[src/hacc_pkg.sv]
// hacc_pkg: constants for the hot alert and adc control register bank
package hacc_pkg;
	// ---------------------------------------------------------------
	// register offsets
	// ---------------------------------------------------------------
	localparam logic [7:0] HOT_ALERT_SOURCE_ENABLES_OFS = 8'h38;
	localparam logic [7:0] DISCHARGE_TRIP_THRESHOLD_OFS = 8'h39;
	localparam logic [7:0] ADC_CHANNEL_ENABLES_OFS = 8'h3A;
	localparam logic [7:0] ADC_CONVERSION_CONTROL_OFS = 8'h3B;

	// ---------------------------------------------------------------
	// reset values
	// ---------------------------------------------------------------
	localparam logic [7:0] HOT_ALERT_SOURCE_ENABLES_RST = 8'hA0;
	localparam logic [7:0] DISCHARGE_TRIP_THRESHOLD_RST = 8'h81;
	localparam logic [7:0] ADC_CHANNEL_ENABLES_RST = 8'h00;
	localparam logic [7:0] ADC_CONVERSION_CONTROL_RST = 8'h20;
	localparam logic [7:0] UNMAPPED_READ_VALUE = 8'h00;

	// ---------------------------------------------------------------
	// field positions
	// ---------------------------------------------------------------
	localparam int SRC_INPUT_DROOP = 7;
	localparam int SRC_COMPARATOR = 6;
	localparam int SRC_CRITICAL_CURRENT = 5;
	localparam int SRC_NORMAL_CURRENT = 4;
	localparam int SRC_DISCHARGE_CURRENT = 3;
	localparam int SRC_SYSTEM_VOLTAGE = 2;
	localparam int SRC_BATTERY_REMOVAL = 1;
	localparam int SRC_ADAPTER_REMOVAL = 0;
	localparam int LEVEL_MSB = 7;
	localparam int LEVEL_LSB = 2;
	localparam int FILTER_MSB = 1;
	localparam int FILTER_LSB = 0;
	localparam int REPEAT_MODE_BIT = 7;
	localparam int START_BIT = 6;
	localparam int RESERVED_MSB = 5;

	// ---------------------------------------------------------------
	// threshold scaling and filter codes
	// ---------------------------------------------------------------
	localparam logic [15:0] LEVEL_STEP_MA = 16'h0200;
	localparam logic [15:0] LEVEL_OFFSET_MA = 16'h0080;
	localparam logic [5:0] LEVEL_ALWAYS_TRIP = 6'h00;
	localparam logic [1:0] FILTER_SEL_1P6MS = 2'h0;
	localparam logic [1:0] FILTER_SEL_100US = 2'h1;
	localparam logic [1:0] FILTER_SEL_6MS = 2'h2;

	// ---------------------------------------------------------------
	// timing
	// ---------------------------------------------------------------
	localparam int CLK_PERIOD_NS = 100;
	localparam int FILTER_1P6MS_NS = 1_600_000;
	localparam int FILTER_100US_NS = 100_000;
	localparam int FILTER_6MS_NS = 6_000_000;
	localparam int REPEAT_PERIOD_NS = 1_000_000_000;
	localparam int FILTER_1P6MS_CYC = (FILTER_1P6MS_NS + CLK_PERIOD_NS - 1) / CLK_PERIOD_NS;
	localparam int FILTER_100US_CYC = (FILTER_100US_NS + CLK_PERIOD_NS - 1) / CLK_PERIOD_NS;
	localparam int FILTER_6MS_CYC = (FILTER_6MS_NS + CLK_PERIOD_NS - 1) / CLK_PERIOD_NS;
	localparam int REPEAT_PERIOD_CYC = (REPEAT_PERIOD_NS + CLK_PERIOD_NS - 1) / CLK_PERIOD_NS;
	localparam int CNT_W = 24;

	// conversion sequencer states
	typedef enum logic [2:0] {
		HACC_IDLE = 3'b001,
		HACC_BUSY = 3'b010,
		HACC_WAIT = 3'b100
	} hacc_conv_state_t;
endpackage

[src/hacc_filter.sv]
// hacc_filter: deglitch filter holding off a trip until it persists
`timescale 1ns/10ps
module hacc_filter (
	// clock and reset
	input wire logic clk,
	input wire logic srst,
	// raw trip and required persistence
	input wire logic raw_trip,
	input wire logic [hacc_pkg::CNT_W-1:0] hold_cycles,
	// filtered trip
	output logic trip_out
);
	logic [hacc_pkg::CNT_W-1:0] cnt_ff;

	// count persistence; a single low cycle restarts the wait
	always_ff @(posedge clk) begin
		if (srst || !raw_trip) begin
			cnt_ff <= '0;
		end else if (cnt_ff < hold_cycles) begin
			cnt_ff <= cnt_ff + 1'b1;
		end
	end

	// trip drops at once, rises only after the full hold
	always_ff @(posedge clk) begin
		if (srst) begin
			trip_out <= 1'b0;
		end else begin
			trip_out <= raw_trip && (cnt_ff + 1'b1 >= hold_cycles);
		end
	end
endmodule

[src/hacc_top.sv]
// hacc_top: hot alert source gating, discharge trip and adc conversion control
//
// Behaviour
// - each of the eight trip sources has its own enable and a disabled source never pulls the alert.
// - after reset only input droop and critical current may raise the alert.
// - a six-bit discharge level in bits 7 to 2 spans 0 to 32256 mA in 512 mA steps and resets to code 100000.
// - the discharge comparison adds a fixed 128 mA to the programmed level.
// - a level code of all zeros trips continuously whenever the discharge source is enabled.
// - the discharge trip is deglitched by 1.6 ms, 100 us or 6 ms per a two-bit select, code 11 undefined.
// - eight adc channel enables, all reset off, cover comparator input down to battery voltage.
// - a mode bit picks one pass (0) or a pass repeated every second (1) and resets to zero.
// - writing one to start while idle launches a pass and in one-pass mode the bit self-clears when done.
`timescale 1ns/10ps
module hacc_top #(
	parameter int FILTER_1P6MS_CYCLES = hacc_pkg::FILTER_1P6MS_CYC,
	parameter int FILTER_6MS_CYCLES = hacc_pkg::FILTER_6MS_CYC,
	parameter int REPEAT_PERIOD_CYCLES = hacc_pkg::REPEAT_PERIOD_CYC
) (
	// clock and reset
	input wire logic clk,
	input wire logic srst,
	// decoded register access from the management bus
	input wire logic [7:0] reg_addr,
	input wire logic reg_wr,
	input wire logic [7:0] reg_wdata,
	input wire logic reg_rd,
	output logic [7:0] reg_rdata,
	// trip conditions, bit order as the source enable register
	input wire logic [7:0] trip_conditions,
	input wire logic [15:0] discharge_current_ma,
	// alert toward the processor
	output logic hot_alert_n,
	// converter control
	output logic [7:0] meas_channel_en,
	output logic conv_launch,
	input wire logic conv_pass_done,
	output logic conv_busy
);
	// ---------------------------------------------------------------
	// register storage
	// ---------------------------------------------------------------
	logic [7:0] hot_alert_source_enables_ff;
	logic [7:0] discharge_trip_threshold_ff;
	logic [7:0] adc_channel_enables_ff;
	logic conversion_repeat_mode_ff;
	logic start_ff;
	logic [5:0] reserved_ff;
	logic [7:0] reg_rdata_ff;
	logic hot_alert_n_ff;
	logic launch_ff;
	hacc_pkg::hacc_conv_state_t state_ff;
	hacc_pkg::hacc_conv_state_t nxt_state;
	logic [hacc_pkg::CNT_W-1:0] period_cnt_ff;

	logic wr_src;
	logic wr_level;
	logic wr_chan;
	logic wr_ctrl;
	logic [5:0] discharge_trip_level;
	logic [1:0] discharge_trip_filter;
	logic [15:0] level_ma;
	logic discharge_raw;
	logic discharge_filtered;
	logic [hacc_pkg::CNT_W-1:0] filter_cycles;
	logic [7:0] gated_trips;
	logic pass_end;
	logic start_write_one;
	logic start_write_zero;

	// address decode for writes; a write lands one edge after its strobe
	// and a read in the same cycle still returns the old contents
	assign wr_src = reg_wr && (reg_addr == hacc_pkg::HOT_ALERT_SOURCE_ENABLES_OFS);
	assign wr_level = reg_wr && (reg_addr == hacc_pkg::DISCHARGE_TRIP_THRESHOLD_OFS);
	assign wr_chan = reg_wr && (reg_addr == hacc_pkg::ADC_CHANNEL_ENABLES_OFS);
	assign wr_ctrl = reg_wr && (reg_addr == hacc_pkg::ADC_CONVERSION_CONTROL_OFS);
	assign start_write_one = wr_ctrl && reg_wdata[hacc_pkg::START_BIT];
	assign start_write_zero = wr_ctrl && !reg_wdata[hacc_pkg::START_BIT];

	// ---------------------------------------------------------------
	// alert source enables
	// ---------------------------------------------------------------
	// reset to droop and critical
	always_ff @(posedge clk) begin
		if (srst) begin
			hot_alert_source_enables_ff <= hacc_pkg::HOT_ALERT_SOURCE_ENABLES_RST;
		end else if (wr_src) begin
			hot_alert_source_enables_ff <= reg_wdata;
		end
	end

	// ---------------------------------------------------------------
	// discharge level and filter select
	// ---------------------------------------------------------------
	// level field storage
	always_ff @(posedge clk) begin
		if (srst) begin
			discharge_trip_threshold_ff <= hacc_pkg::DISCHARGE_TRIP_THRESHOLD_RST;
		end else if (wr_level) begin
			discharge_trip_threshold_ff <= reg_wdata;
		end
	end

	assign discharge_trip_level = discharge_trip_threshold_ff[hacc_pkg::LEVEL_MSB:hacc_pkg::LEVEL_LSB];
	assign discharge_trip_filter = discharge_trip_threshold_ff[hacc_pkg::FILTER_MSB:hacc_pkg::FILTER_LSB];

	assign level_ma = 16'(discharge_trip_level * hacc_pkg::LEVEL_STEP_MA) + hacc_pkg::LEVEL_OFFSET_MA;

	assign discharge_raw = (discharge_trip_level == hacc_pkg::LEVEL_ALWAYS_TRIP) ||
		(discharge_current_ma > level_ma);

	// filter select; undefined code falls back to the reset time
	always_comb begin
		case (discharge_trip_filter)
			hacc_pkg::FILTER_SEL_1P6MS: filter_cycles = hacc_pkg::CNT_W'(FILTER_1P6MS_CYCLES);
			hacc_pkg::FILTER_SEL_100US: filter_cycles = hacc_pkg::CNT_W'(hacc_pkg::FILTER_100US_CYC);
			hacc_pkg::FILTER_SEL_6MS: filter_cycles = hacc_pkg::CNT_W'(FILTER_6MS_CYCLES);
			default: filter_cycles = hacc_pkg::CNT_W'(hacc_pkg::FILTER_100US_CYC);
		endcase
	end

	// any low cycle restarts the count: this rejects chatter near the
	// threshold at the cost of a late alert when the current hovers there
	// deglitch only the discharge comparison; other sources arrive filtered
	hacc_filter u_discharge_filter (
		.clk(clk),
		.srst(srst),
		.raw_trip(discharge_raw),
		.hold_cycles(filter_cycles),
		.trip_out(discharge_filtered)
	);

	// ---------------------------------------------------------------
	// alert gating
	// ---------------------------------------------------------------
	// trip_conditions bit 3 is not used; the discharge trip is built here
	// per-source gating
	genvar gi;
	generate
		for (gi = 0; gi < 8; gi++) begin : g_src
			if (gi == hacc_pkg::SRC_DISCHARGE_CURRENT) begin : g_dis
				assign gated_trips[gi] = hot_alert_source_enables_ff[gi] && discharge_filtered;
			end else begin : g_oth
				assign gated_trips[gi] = hot_alert_source_enables_ff[gi] && trip_conditions[gi];
			end
		end
	endgenerate

	// registered alert, released high through reset; kept active low in
	// the flop so the pin comes straight from a register with no glitch
	always_ff @(posedge clk) begin
		if (srst) begin
			hot_alert_n_ff <= 1'b1;
		end else begin
			hot_alert_n_ff <= ~(|gated_trips);
		end
	end

	assign hot_alert_n = hot_alert_n_ff;

	// ---------------------------------------------------------------
	// adc channel enables
	// ---------------------------------------------------------------
	// channel enables reset off
	always_ff @(posedge clk) begin
		if (srst) begin
			adc_channel_enables_ff <= hacc_pkg::ADC_CHANNEL_ENABLES_RST;
		end else if (wr_chan) begin
			adc_channel_enables_ff <= reg_wdata;
		end
	end

	assign meas_channel_en = adc_channel_enables_ff;

	// ---------------------------------------------------------------
	// conversion control register
	// ---------------------------------------------------------------
	// mode bit storage
	always_ff @(posedge clk) begin
		if (srst) begin
			conversion_repeat_mode_ff <= hacc_pkg::ADC_CONVERSION_CONTROL_RST[hacc_pkg::REPEAT_MODE_BIT];
		end else if (wr_ctrl) begin
			conversion_repeat_mode_ff <= reg_wdata[hacc_pkg::REPEAT_MODE_BIT];
		end
	end

	always_ff @(posedge clk) begin
		if (srst) begin
			reserved_ff <= hacc_pkg::ADC_CONVERSION_CONTROL_RST[hacc_pkg::RESERVED_MSB:0];
		end else if (wr_ctrl) begin
			reserved_ff <= reg_wdata[hacc_pkg::RESERVED_MSB:0];
		end
	end

	// single pass completes only in one-pass mode
	assign pass_end = (state_ff == hacc_pkg::HACC_BUSY) && conv_pass_done && !conversion_repeat_mode_ff;

	// a host write and a pass end in one cycle: the host write wins the start bit, but the
	// sequencer still returns to idle, so a restart issued as the pass finishes launches no pass
	// start set by host, self-clear on pass end; a fresh write of one wins
	always_ff @(posedge clk) begin
		if (srst) begin
			start_ff <= hacc_pkg::ADC_CONVERSION_CONTROL_RST[hacc_pkg::START_BIT];
		end else if (wr_ctrl) begin
			start_ff <= reg_wdata[hacc_pkg::START_BIT];
		end else if (pass_end) begin
			start_ff <= 1'b0;
		end
	end

	// ---------------------------------------------------------------
	// conversion sequencer
	// ---------------------------------------------------------------
	// a completion seen outside busy is ignored; the host should let an
	// aborted pass drain before restarting, or its late answer ends the next
	// next state; a write of zero to start aborts from busy or wait
	always_comb begin
		nxt_state = state_ff;
		case (state_ff)
			hacc_pkg::HACC_IDLE: begin
				if (start_write_one) begin
					nxt_state = hacc_pkg::HACC_BUSY;
				end
			end
			hacc_pkg::HACC_BUSY: begin
				if (start_write_zero) begin
					nxt_state = hacc_pkg::HACC_IDLE;
				end else if (conv_pass_done) begin
					nxt_state = conversion_repeat_mode_ff ? hacc_pkg::HACC_WAIT : hacc_pkg::HACC_IDLE;
				end
			end
			hacc_pkg::HACC_WAIT: begin
				if (start_write_zero) begin
					nxt_state = hacc_pkg::HACC_IDLE;
				end else if (period_cnt_ff + 1'b1 >= hacc_pkg::CNT_W'(REPEAT_PERIOD_CYCLES)) begin
					nxt_state = hacc_pkg::HACC_BUSY;
				end
			end
			default: nxt_state = hacc_pkg::HACC_IDLE;
		endcase
	end

	always_ff @(posedge clk) begin
		if (srst) begin
			state_ff <= hacc_pkg::HACC_IDLE;
		end else begin
			state_ff <= nxt_state;
		end
	end

	// the counter saturates, so a long stall can never wrap into an early
	// relaunch; it only matters while the sequencer waits
	// repeat period, counted from each pass launch
	always_ff @(posedge clk) begin
		if (srst || launch_ff) begin
			period_cnt_ff <= '0;
		end else if (period_cnt_ff != '1) begin
			period_cnt_ff <= period_cnt_ff + 1'b1;
		end
	end

	// one pulse per pass; the converter never has to find an edge in a level
	// launch pulse on every entry to busy
	always_ff @(posedge clk) begin
		if (srst) begin
			launch_ff <= 1'b0;
		end else begin
			launch_ff <= (nxt_state == hacc_pkg::HACC_BUSY) && (state_ff != hacc_pkg::HACC_BUSY);
		end
	end

	// busy is a state decode, usable by the converter as a handshake level
	assign conv_launch = launch_ff;
	assign conv_busy = (state_ff == hacc_pkg::HACC_BUSY);

	// ---------------------------------------------------------------
	// read path
	// ---------------------------------------------------------------
	// reserved control bits read back as last written, so the host can
	// read, modify and write the control register without disturbing them
	// read data registered; unmapped addresses read zero
	always_ff @(posedge clk) begin
		if (srst) begin
			reg_rdata_ff <= hacc_pkg::UNMAPPED_READ_VALUE;
		end else if (reg_rd) begin
			case (reg_addr)
				hacc_pkg::HOT_ALERT_SOURCE_ENABLES_OFS: reg_rdata_ff <= hot_alert_source_enables_ff;
				hacc_pkg::DISCHARGE_TRIP_THRESHOLD_OFS: reg_rdata_ff <= discharge_trip_threshold_ff;
				hacc_pkg::ADC_CHANNEL_ENABLES_OFS: reg_rdata_ff <= adc_channel_enables_ff;
				hacc_pkg::ADC_CONVERSION_CONTROL_OFS: reg_rdata_ff <= {conversion_repeat_mode_ff, start_ff, reserved_ff};
				default: reg_rdata_ff <= hacc_pkg::UNMAPPED_READ_VALUE;
			endcase
		end
	end

	assign reg_rdata = reg_rdata_ff;
endmodule

[config.mk]
export PLATFORM = sky130hd
export DESIGN_NAME = hacc_top
export DESIGN_NICKNAME = d
export VERILOG_FILES = /design/src/hacc_pkg.sv /design/src/hacc_filter.sv /design/src/hacc_top.sv
export SDC_FILE = /design/constraint.sdc
export NUM_CORES = 1
export LEC_CHECK = 0
export BUFFER_PORTS_ARGS = -buffer_cell sky130_fd_sc_hd__buf_2
export CAP_MARGIN = 25
export CORE_MARGIN = 2
export CORE_UTILIZATION = 30
export DETAILED_ROUTE_END_ITERATION = 8
export GPL_TIMING_DRIVEN = 0
export PLACE_DENSITY = 0.56
export SYNTH_ARGS = -nofsm -noshare
export SYNTH_HDL_FRONTEND = slang
export SYNTH_SLANG_ARGS = --single-unit
[constraint.sdc]
create_clock -name clk -period 6 [get_ports clk]
set_input_delay 1.5 -clock clk [delete_from_list [all_inputs] [get_ports clk]]
set_output_delay 1.5 -clock clk [all_outputs]
set_load 0.005 [all_outputs]
---- After elaboration in Yosys (flattened, before gate mapping) ----
Cells that the tools add are included.
storage, ports and cells
  flip-flop bits (word level) ............. 94
  input bits .............................. 45
cells by class
  add/sub/neg operators ................... 3
  $lt $le $gt $ge ......................... 4
  equal/unequal tests ..................... 11
  multiplexer cells ....................... 11
  bitwise gates (word level) .............. 1
  reductions and logical operators ........ 28
operators by type and width
  kind                                                                     number
  24-bit by 1-bit adder with 24-bit output, second input constant          2
  8-bit by 6-bit == test with 1-bit output, second input constant          4
  16-bit one-hot mux with 2 select lines                                   1
  8-bit one-hot mux with 4 select lines                                    1
  24-bit by 16-bit >= comparator with 1-bit output                         1
  24-bit >= comparator, second input constant                              1
  24-bit by 16-bit < comparator with 1-bit output                          1
  24-bit inequality test, second input constant                            1
  1-bit logical AND                                                        18
  3-bit two-way mux                                                        6
  15-bit by 8-bit adder with 16-bit output, second input constant          1
  16-bit > comparator                                                      1
  3-bit one-hot mux with 3 select lines                                    1
  8-bit OR reduction                                                       1
  3-bit by 2-bit == test with 1-bit output, second input constant          2
  6-bit logical NOT                                                        1
  3-bit by 1-bit == test with 1-bit output, second input constant          1
  3-bit == test, second input constant                                     1
  1-bit logical NOT                                                        3
  1-bit logical OR                                                         3
  3-bit by 2-bit inequality test with 1-bit output, second input constant  1
  2-bit == test, second input constant                                     1
  2-bit logical NOT                                                        1
  1-bit two-way mux                                                        2
  other kinds (2)                                                          2

---- Logic depth before layout (Yosys ltp) ----
Gate-level depths: netlist of the first run.
  word-level depth ........................ 7
  gate-level depth with buffers ........... 13

---- Cells and area by module ----
From an unflattened synthesis of the first run, not the netlist that was laid out.
second synthesis, totals
  cells, all modules ...................... 737
  area total of the unflattened synthesis .. 6377.4 µm²
by module, submodules not included
  module       instances  cells each  area an instance (µm²)
  hacc_top     1          423         3806.2
  hacc_filter  1          314         2571.2

---- Worst setup path after synthesis of the first run ----
Ideal clock, no wire load.
  kind .................................... input-to-reg
  from .................................... input reg_addr[2]
  to ...................................... register discharge_trip_threshold_ff[0]
  setup time .............................. 120 ps
  arrival time ............................ 3001 ps
  required time ........................... 5880 ps
  path slack .............................. 2880 ps
  stages on the path ...................... 6
  buffers on the path ..................... 0
  cells stage by stage .................... nand4b_1 > nor3_1 > nand2_1 > nor3_1 > nor2_1 > a211o_1
on the way
  cells in the longest elaborated chain, start to end .. 2
ends and longest elaborated chain
  what                                      RTL line        RTL
  start, declared                           hacc_top.sv:23  input wire logic [7:0] reg_addr,
  8-bit by 6-bit == test with 1-bit output  hacc_top.sv:73  assign wr_level = reg_wr && (reg_addr == hacc_pkg::DISCHARGE_TRIP_THRESHOLD_OFS);
  1-bit logical AND                         hacc_top.sv:73
  end signal, assigned                      hacc_top.sv:97  discharge_trip_threshold_ff <= hacc_pkg::DISCHARGE_TRIP_THRESHOLD_RST;
  end signal, assigned                      hacc_top.sv:99  discharge_trip_threshold_ff <= reg_wdata;
  end, declared                             hacc_top.sv:43  logic [7:0] discharge_trip_threshold_ff;
Every way passes these cells.
A chain may end at the register's enable or synchronous reset.

---- Final worst setup path of the first run ----
  from .................................... register u_discharge_filter.cnt_ff[2] (netlist bit)
  to ...................................... register u_discharge_filter.trip_out
on the way
  cells in the longest elaborated chain, start to end .. 3
ends and longest elaborated chain
  what                                              RTL line           RTL
  start, declared                                   hacc_filter.sv:13  logic [hacc_pkg::CNT_W-1:0] cnt_ff;
  start signal, assigned                            hacc_filter.sv:20  cnt_ff <= cnt_ff + 1'b1;
  24-bit by 1-bit adder with 24-bit output          hacc_filter.sv:29  trip_out <= raw_trip && (cnt_ff + 1'b1 >= hold_cycles);
  24-bit by 16-bit >= comparator with 1-bit output  hacc_filter.sv:29
  1-bit logical AND                                 hacc_filter.sv:29
  end signal, assigned                              hacc_filter.sv:29
  end, declared                                     hacc_filter.sv:11  output logic trip_out
Every way passes these cells.

==> impl_metrics.ini, run 1 <==
[clock_tree]
cts.root.buffer_cell = clkbuf_16
cts.reportedPaths.clkPinSlew_ns = 0.07
tritoncts = done
post_cts_setup_bufs = 0
sink_count_of_the_clock_tree = 94
max-clock-path-buffers = 2
tritoncts_buffers = 9
cts-resized-gates = 0
cts.hold.buffers_added = 0
worst_skew_pair.late_latency_ns = 0.35
cts-htree-levels = 3

[synth]
syn_area_um2 = 5370
yosys.area_share.adder_pct = 7.00
syn-mean-instance-area_um2 = 8.18
synth.lib_cells_used.distinct = 58
yosys.area_share.xor_xnor_pct = 8.33
synth_top_cells_by_area = dfxtp_1, ha_1, nand2_1, a21oi_1, xor2_1
synth_ff_type = dfxtp_1
synth_compound_area_share_pct = 14.5
yosys_warnings = 0
synth_most_common_cell = nand2_1
async_flop_share_pct = 0
synth_enable_flop_cells = 0
synth_fp_nets = 731
share_of_synthesized_area_spent_on_multiplexers_pct = 4.29
post_synth_most_frequent_cells = nand2_1, dfxtp_1, a21oi_1, nor2_1
seq_area_frac_synth_pct = 35.1
synthesized_flop_and_latch_total = 94
netlist.top_cell.by_area = dfxtp_1
synth_largest_type_area_fraction_pct = 35.1
synth_simple_gate_area_share_pct = 26.6
syn-instance-count = 656
synth_top_family_by_area = simple AND/OR/NAND/NOR gates

[sta]
tightestPinTransition_ns = 1.05
finalSetupTns_ns = 0
final.setup_skew_ns = 0.00998
final.period_utilization_pct = 55.4
max_freq_mhz = 301
slew_viol_final = 0
maxSlewHeadroom_pct = 29.5
post-route-min-period_ns = 3.32
rsz0062_at_grt = no
final_hold_viol_count = 0
setup_viol_count_final = 0

[placed_design]
numPortBuffers = 60
dpl.hpwl_um = 9870
globalplace.congestion = 0.824

[detailed_routing]
vias = 4787
totalWireLength_um = 13500
route.met3.wl_um = 524
drtIter0Drc = 325
wl_met2_um = 5950
m1WireLength_um = 6790
vias_per_instance = 5.00
highest-signal-layer = met4
detail-route-antenna-nets = 0
wire_per_inst_um = 14.1
first_drt_pass_iteration_count = 5
drc = 0

[layout]
final_nets = 803
fin_util_pct = 35.9
layout.filler_cells = 1854
antenna_cells_inserted = 0
final_layout_size_suffix_gt1_share_pct = 13.8
area_growth_pct = 16.7

[grt]
via_count_of_the_first_global_routing_pass = 4453
grt_remaining_overflow = 0
track_usage_pct = 14.8
grt_pass1_wl_um = 22100
grt_antenna_before_repair = 0
grt_max_degree = 17

[power_and_ir_drop]
power_per_cell_area_nw_per_um2 = 206
seqPwrFrac_pct = 48.9
netSwitchingFraction_pct = 23.1
max-vdd-ir-drop_mv = 0.148
cellLeakagePower_uw = 0.00243
netSwitchingPower_uw = 298
p_clk_share_pct = 46.3
combPwrFrac_pct = 4.8
cell_internal_pwr_uw = 991

[die]
fp.dieH_um = 138
pin_count = 64
core_area_um2 = 17400
initial_core_util_pct = 30.8
rows = 48
design.die.area_um2 = 19000
chipWidth_um = 138

[critical_path]
cp.arrival_ns = 3.50
crit_path_start_kind = register
criticalPathCategory = register to register
max_stage_delay_ns = 0.36
critical_path_buf_inv_count = 1
cp_cell_sequence = clkbuf_1, nand4_1, nor2_1, nand4_1, nor2_1, and3_1, xor2_1, ha_1, a21o_1, a21oi_1, nor2b_1, a2111oi_0, a41oi_1
path_delay_family = simple AND/OR/NAND/NOR gates
worst_setup_path_end_kind = register
crit_path_top_delay_cell = a2111oi_0
worst_ep_required_time_ns = 6.18
crit_fanout = 7

[worst_hold_path]
hold_path.class = register to register

[flow_run]
max-cap-violations = 0

[status]
status = completed
-- flip-flops by register name, indices dropped and copies added (netlist names) --
| signal | count |
|---|---|
| hot_alert_source_enables_ff | 8 |
| u_discharge_filter.trip_out | 1 |
| meas_channel_en | 8 |
| reserved_ff | 6 |
| hot_alert_n | 1 |
| period_cnt_ff | 24 |
| reg_rdata | 8 |
| discharge_trip_threshold_ff | 8 |
| state_ff | 3 |
| start_ff | 1 |
| conversion_repeat_mode_ff | 1 |
| u_discharge_filter.cnt_ff | 24 |
| conv_launch | 1 |
-- kinds of logic (layout without fill, tap and decap cells) --
family / after synthesis / count (layout)
adders and majority gates: 30 / 30
AOI/OAI and AO/OA: 124 / 124
xor gates and xnor gates: 51 / 51
buffers and inverters: 53 / 130
DFF: 94 / 94
muxes: 13 / 13
and+or+nand+nor: 291 / 291
-- worst min-delay path, delay by kind of cell (launching register included) --
kind             cells  cell delay (ns)
AND/OR/NAND/NOR      1             0.05
flip-flops           1             0.31
AO/OA/AOI/OAI        1             0.05
-- layout by cell type (no fill, tap or decap), types with 20 or more instances in the layout --
| cell type | count |
|---|---|
| inv_1 | 20 |
| xor2_1 | 30 |
| xnor2_1 | 21 |
| ha_1 | 30 |
| nand3_1 | 26 |
| a21oi_1 | 64 |
| dfxtp_1 | 94 |
| clkbuf_1 | 24 |
| nand2_1 | 97 |
| buf_2 | 65 |
| nor2_1 | 63 |
-- area by class of cell --
cell class                 count  area [um2]  share of cell area (%)
tap                          225         282                    4.50
sequential                    94        1880                    30.1
buffer                        33         153                    2.44
multi-input combinational    509        3260                    52.0
clock inverter                 5        63.8                    1.02
inverter                      20        75.1                    1.20
clock buffer                  11         243                    3.88
timing repair buffer          61         308                    4.92
-- layer usage --
metal | GRT usage [%] | vias to the layer above
li1 | - | 2465
met1 | 19.9 | 2205
met2 | 24.1 | 103
met3 | 2.13 | 14
met4 | 5.61 | 0
met5 | 0 | -
-- worst paths after layout --
kind	to	slack, ns	from	cells after the start
setup / recovery	u_discharge_filter.trip_out$_SDFF_PP0_	2.68	u_discharge_filter.cnt_ff[2]$_SDFFE_PP0N_	13
hold reg to reg	reserved_ff[4]$_SDFFE_PP0P_	0.46	reserved_ff[4]$_SDFFE_PP0P_	2
setup reg to reg	u_discharge_filter.trip_out$_SDFF_PP0_	2.68	u_discharge_filter.cnt_ff[2]$_SDFFE_PP0N_	13
hold / removal	reserved_ff[4]$_SDFFE_PP0P_	0.46	reserved_ff[4]$_SDFFE_PP0P_	2
-- power by group through the flow --
| stage | logic [uW] | clock network (uW) | registers, uW |
|---|---|---|---|
| 2_1_floorplan | 31.8 | 0 | 645 |
| 3_3_place_gp | 61.4 | 0 | 645 |
| 3_5_place_dp | 61.9 | 0 | 645 |
| 4_1_cts | 62.2 | 617 | 631 |
| 5_1_grt | 69.4 | 638 | 632 |
| 6_report | 61.4 | 597 | 631 |
-- through the flow --
stage / power [uW] / std cells / hold slack [ns] / instance area, um2 / setup slack (ns)
5_1_grt: 1340 / 958 / 0.486 / 6260 / 2.49
6_report: 1290 / 958 / 0.459 / 6260 / 2.68
4_1_cts: 1310 / 958 / 0.459 / 6260 / 2.71
3_5_place_dp: 707 / 942 / 0.449 / 5950 / 2.35
2_1_floorplan: 676 / 656 / 0.433 / 5370 / 2.88
3_3_place_gp: 707 / 941 / 0.444 / 5950 / 2.08
(Power assumes the default switching activity.)
==> inputs of run 2 (changes only) <==
--- a/config.mk
+++ b/config.mk
@@ -11,7 +11,7 @@
 export CORE_UTILIZATION = 30
 export DETAILED_ROUTE_END_ITERATION = 8
 export GPL_TIMING_DRIVEN = 0
-export PLACE_DENSITY = 0.56
+export PLACE_DENSITY = 0.57
 export SYNTH_ARGS = -nofsm -noshare
 export SYNTH_HDL_FRONTEND = slang
 export SYNTH_SLANG_ARGS = --single-unit
==> constraint.sdc (replaced) <==
create_clock -name clk -period 3 [get_ports clk]
set_input_delay 0.75 -clock clk [delete_from_list [all_inputs] [get_ports clk]]
set_output_delay 0.75 -clock clk [all_outputs]
set_load 0.005 [all_outputs]
==> impl_metrics.ini, run 2 (same netlist as run 1, synthesis figures left out) <==
[detailed_routing]
detail-route-antenna-nets = 0
drtIter0Drc = 256
wire_per_inst_um = 14.3
vias = 4840
totalWireLength_um = 13700
drc = 0
first_drt_pass_iteration_count = 4
vias_per_instance = 5.04

[status]
status = completed

[layout]
most-common-layout-cells = nand2_1, dfxtp_1, buf_2
layout.filler_cells = 1829
fin_util_pct = 36.4
antenna_cells_inserted = 0
register_area_um2 = 1880
final_layout_size_suffix_gt1_share_pct = 16.2
postLayoutCellArea_um2 = 6340
layout_commonest_cell = nand2_1
final_nets = 806
largest_regs = period_cnt_ff: 24 flops, u_discharge_filter.cnt_ff: 24 flops
multi_input_comb_area_um2 = 3310
final_cells = 961
area_growth_pct = 18.1

[sta]
tightestPinTransition_ns = 1.07
rsz0062_at_grt = no
max_freq_mhz = 356
maxSlewHeadroom_pct = 27.9
final.setup_skew_ns = 0.0151
final.period_utilization_pct = 93.6
setup_viol_count_final = 0
final_hold_viol_count = 0
post-route-min-period_ns = 2.81
layout_setup_ws_ns = 0.192
slew_viol_final = 0

[critical_path]
worst_ep_required_time_ns = 3.19
crit_path_start_kind = register
max_stage_delay_ns = 0.33
cp_cell_sequence = buf_6, nand4_1, nor2_2, nand4_1, nor2_2, and3_4, xor2_1, ha_1, a21o_1, a21oi_1, nor2b_1, a2111oi_2, a41oi_1
cp.arrival_ns = 3.00
crit_fanout = 8
criticalPathCategory = register to register
worst-r2r-cell-count = 13
critical_path_buf_inv_count = 1
worst_setup_path_end_kind = register
cp_num_cells = 13
crit_path_top_delay_cell = dfxtp_1
ff2ff_setup_slack_ns = 0.19
path_delay_family = simple AND/OR/NAND/NOR gates

[worst_hold_path]
hold_path.class = register to register
worstHoldPathCells = 2

[grt]
grt_pass1_wl_um = 21900
track_usage_pct = 14.6
grt_remaining_overflow = 0
via_count_of_the_first_global_routing_pass = 4480
grt_max_degree = 20
grt_antenna_before_repair = 0

[clock_tree]
cts.reportedPaths.clkPinSlew_ns = 0.07
worst_skew_pair.late_latency_ns = 0.36
cts.hold.buffers_added = 0
max-clock-path-buffers = 2
sink_count_of_the_clock_tree = 94
cts.root.buffer_cell = clkbuf_16
cts-htree-levels = 3
tritoncts_buffers = 9
tritoncts = done

[die]
fp.dieH_um = 138
core_area_um2 = 17400
pin_count = 64
rows = 48
design.die.area_um2 = 19000
initial_core_util_pct = 30.8
chipWidth_um = 138

[flow_run]
max-cap-violations = 0

[placed_design]
globalplace.congestion = 0.822
place_inst = 942
placed_area_um2 = 5950
dpl.hpwl_um = 9860
place_ws_ns = -0.304
numPortBuffers = 60

[power_and_ir_drop]
cellLeakagePower_uw = 0.00245
power_per_cell_area_nw_per_um2 = 400
max-vdd-ir-drop_mv = 0.258
## run 2: final cells by class
cell class | instances | share of cell area [%]
Clock buffer | 9 | 3.55
Clock inverter | 7 | 1.22
Buffer | 31 | 2.29
Multi-Input combinational cell | 510 | 52.3
Sequential cell | 94 | 29.7
Tap cell | 225 | 4.44
Inverter | 20 | 1.18
Timing Repair Buffer | 65 | 5.33
## run 2: repair_timing
item | in CTS | in global routing
cloned | 0 | 1
gates resized for setup | 5 | 9
buffers inserted | 1 | 3
pin swaps | 1 | 4
hold endpoints to repair | 0 | 0
endpoints found under the setup margin | 1 | 15
## run 2: per-stage QoR
stage / hold slack (ns) / power (uW) / setup TNS (ns)
after floorplan: 0.433 / 1350 / 0
after global placement: 0.446 / 1410 / -1.39
after detailed placement: 0.446 / 1410 / -0.304
after CTS: 0.456 / 2580 / 0
after global routing: 0.480 / 2640 / 0
final: 0.455 / 2540 / 0
## run 2: path summary, 6_finish.rpt
| kind | from | end |
|---|---|---|
| hold reg to reg | reserved_ff[3]$_SDFFE_PP0P_ | reserved_ff[3]$_SDFFE_PP0P_ |
| hold / removal | reserved_ff[3]$_SDFFE_PP0P_ | reserved_ff[3]$_SDFFE_PP0P_ |
| setup reg to reg | u_discharge_filter.cnt_ff[3]$_SDFFE_PP0N_ | u_discharge_filter.trip_out$_SDFF_PP0_ |
| setup / recovery | u_discharge_filter.cnt_ff[3]$_SDFFE_PP0N_ | u_discharge_filter.trip_out$_SDFF_PP0_ |
## run 2: routing by layer
| metal | global-route usage (%) | vias to the layer above | routed length (um) |
|---|---|---|---|
| li1 | - | 2476 | - |
| met1 | 18.4 | 2263 | 6490 |
| met2 | 24.9 | 86 | 6440 |
| met3 | 2.83 | 15 | 519 |
| met4 | 5.44 | 0 | 251 |
| met5 | 0 | - | 0 |
## run 2: power by group
group | switching, uW | total (uW) | internal (uW)
clock | 563 | 1150 | 590
sequential | 7.79 | 1260 | 1250
combinational | 71.0 | 121 | 50.3
total | 642 | 2540 | 1890
## run 2: worst reg2reg max path, stage by stage (launching register included)
cell and delay [ns]:
dfxtp_1 0.33, buf_6 0.13, nand4_1 0.16, nor2_2 0.17, nand4_1 0.16, nor2_2 0.17
and3_4 0.20, xor2_1 0.19, ha_1 0.28, a21o_1 0.16, a21oi_1 0.15, nor2b_1 0.08
a2111oi_2 0.28, a41oi_1 0.19
==> inputs of run 3 (changes only) <==
--- a/config.mk
+++ b/config.mk
@@ -5,13 +5,14 @@
 export SDC_FILE = /design/constraint.sdc
 export NUM_CORES = 1
 export LEC_CHECK = 0
-export BUFFER_PORTS_ARGS = -buffer_cell sky130_fd_sc_hd__buf_2
 export CAP_MARGIN = 25
-export CORE_MARGIN = 2
+export CORE_MARGIN = 3
 export CORE_UTILIZATION = 30
 export DETAILED_ROUTE_END_ITERATION = 8
+export DONT_BUFFER_PORTS = 1
 export GPL_TIMING_DRIVEN = 0
-export PLACE_DENSITY = 0.57
+export PLACE_DENSITY = 0.54
+export SKIP_LAST_GASP = 1
 export SYNTH_ARGS = -nofsm -noshare
 export SYNTH_HDL_FRONTEND = slang
 export SYNTH_SLANG_ARGS = --single-unit
==> impl_metrics.ini, run 3 (same netlist as run 1, synthesis figures left out) <==
[sta]
slew_viol_final = 0
final_hold_viol_count = 0
final.period_utilization_pct = 93.8
final.setup_skew_ns = 0.0115
maxSlewHeadroom_pct = 28.6
fin_worst_hold_slack_ns = 0.455
max_freq_mhz = 355
setup_viol_count_final = 0
tightestPinTransition_ns = 1.06
layout_setup_ws_ns = 0.185
post-route-min-period_ns = 2.82

[detailed_routing]
m1WireLength_um = 6660
detail-route-antenna-nets = 0
totalWireLength_um = 13900
vias_per_instance = 5.12
wire_per_inst_um = 15.4
highest-signal-layer = met4
drc = 0
wl_met2_um = 6380
vias = 4624
drtIter0Drc = 206
route.met3.wl_um = 660
first_drt_pass_iteration_count = 5

[layout]
most-common-layout-cells = nand2_1, dfxtp_1, a21oi_1
final_nets = 749
layout_commonest_cell = nand2_1
final_cells = 903
fin_util_pct = 34.9
antenna_cells_inserted = 0
area_growth_pct = 13.3
largest_regs = period_cnt_ff: 24 flops, u_discharge_filter.cnt_ff: 24 flops
final_layout_size_suffix_gt1_share_pct = 9.00
layout.filler_cells = 1850

[die]
chipWidth_um = 140
rows = 48
core_area_um2 = 17400
pin_count = 64
design.die.area_um2 = 19500
initial_core_util_pct = 30.8
fp.dieH_um = 140

[clock_tree]
tritoncts = done
cts.reportedPaths.clkPinSlew_ns = 0.07
cts.hold.buffers_added = 0
sink_count_of_the_clock_tree = 94
cts-htree-levels = 3
max-clock-path-buffers = 2
tritoncts_buffers = 9
cts.root.buffer_cell = clkbuf_16
worst_skew_pair.late_latency_ns = 0.35

[grt]
grt_antenna_before_repair = 0
grt_pass1_wl_um = 22900
grt_max_degree = 17
via_count_of_the_first_global_routing_pass = 4482
grt_remaining_overflow = 0
track_usage_pct = 14.3

[critical_path]
crit_path_start_kind = register
worst_setup_path_end_kind = register
worst_ep_required_time_ns = 3.26
cp.arrival_ns = 3.08
worst-r2r-cell-count = 11
crit_fanout = 6
criticalPathCategory = register to register

[worst_hold_path]
hold_path.class = register to register
worstHoldPathCells = 2

[status]
status = completed

[placed_design]
dpl.hpwl_um = 9940
numPortBuffers = 0
place_inst = 882
place_ws_ns = -0.274
globalplace.congestion = 0.794

[power_and_ir_drop]
cellLeakagePower_uw = 0.00221
max-vdd-ir-drop_mv = 0.307
power_per_cell_area_nw_per_um2 = 428

[flow_run]
max-cap-violations = 0
run 3: timing repair:
| item | 4_1_cts | 5_1_grt |
|---|---|---|
| cloned | 0 | 1 |
| endpoints found under the setup margin | 1 | 14 |
| buffers inserted | 0 | 7 |
| resized for setup | 6 | 8 |
| pin swaps | 0 | 5 |
run 3: metal layers:
metal / track usage (%) / vias up
met5: 0 / -
met2: 22.7 / 95
met3: 3.47 / 15
li1: - / 2350
met4: 4.33 / 0
met1: 19.2 / 2164
run 3: layout make-up:
class / instances / area (um2) / share of cell area (%)
clock inverter: 6 / 96.3 / 1.58
inverter: 20 / 75.1 / 1.23
timing repair buffer: 8 / 60.1 / 0.988
multi-input combinational: 510 / 3310 / 54.5
clock buffer: 9 / 225 / 3.70
tap: 225 / 282 / 4.63
sequential: 94 / 1880 / 31.0
buffer: 31 / 145 / 2.39
run 3: per-stage QoR:
stage	TNS, ns	area (um2)	total power (uW)
2_1_floorplan	0	5370	1350
3_3_place_gp	-0.466	5650	1380
3_5_place_dp	-0.274	5650	1380
4_1_cts	0	5980	2650
5_1_grt	-0.00818	6080	2690
6_report	0	6080	2600
run 3: critical path, stage by stage (launching register included):
cell,delay (ns)
dfxtp_1,0.42
ha_2,0.26
nand3_1,0.13
nor2_4,0.17
and4_2,0.32
nand3_1,0.14
xnor2_1,0.16
ha_1,0.30
nand4_1,0.14
nor4_2,0.35
a21oi_1,0.11
a41oi_1,0.24
run 3: power by group:
part / switching, uW / internal [uW] / total (uW)
combinational: 54.3 / 31.0 / 85.3
clock: 521 / 735 / 1260
sequential: 8.27 / 1250 / 1260
total: 584 / 2020 / 2600
run 3: path summary, 6_finish.rpt:
path                                              from                                      to  slack (ns)
min                        reserved_ff[4]$_SDFFE_PP0P_             reserved_ff[4]$_SDFFE_PP0P_        0.46
max reg2reg  u_discharge_filter.cnt_ff[0]$_SDFFE_PP0N_  u_discharge_filter.trip_out$_SDFF_PP0_        0.18
max          u_discharge_filter.cnt_ff[0]$_SDFFE_PP0N_  u_discharge_filter.trip_out$_SDFF_PP0_        0.18
min reg2reg                reserved_ff[4]$_SDFFE_PP0P_             reserved_ff[4]$_SDFFE_PP0P_        0.46
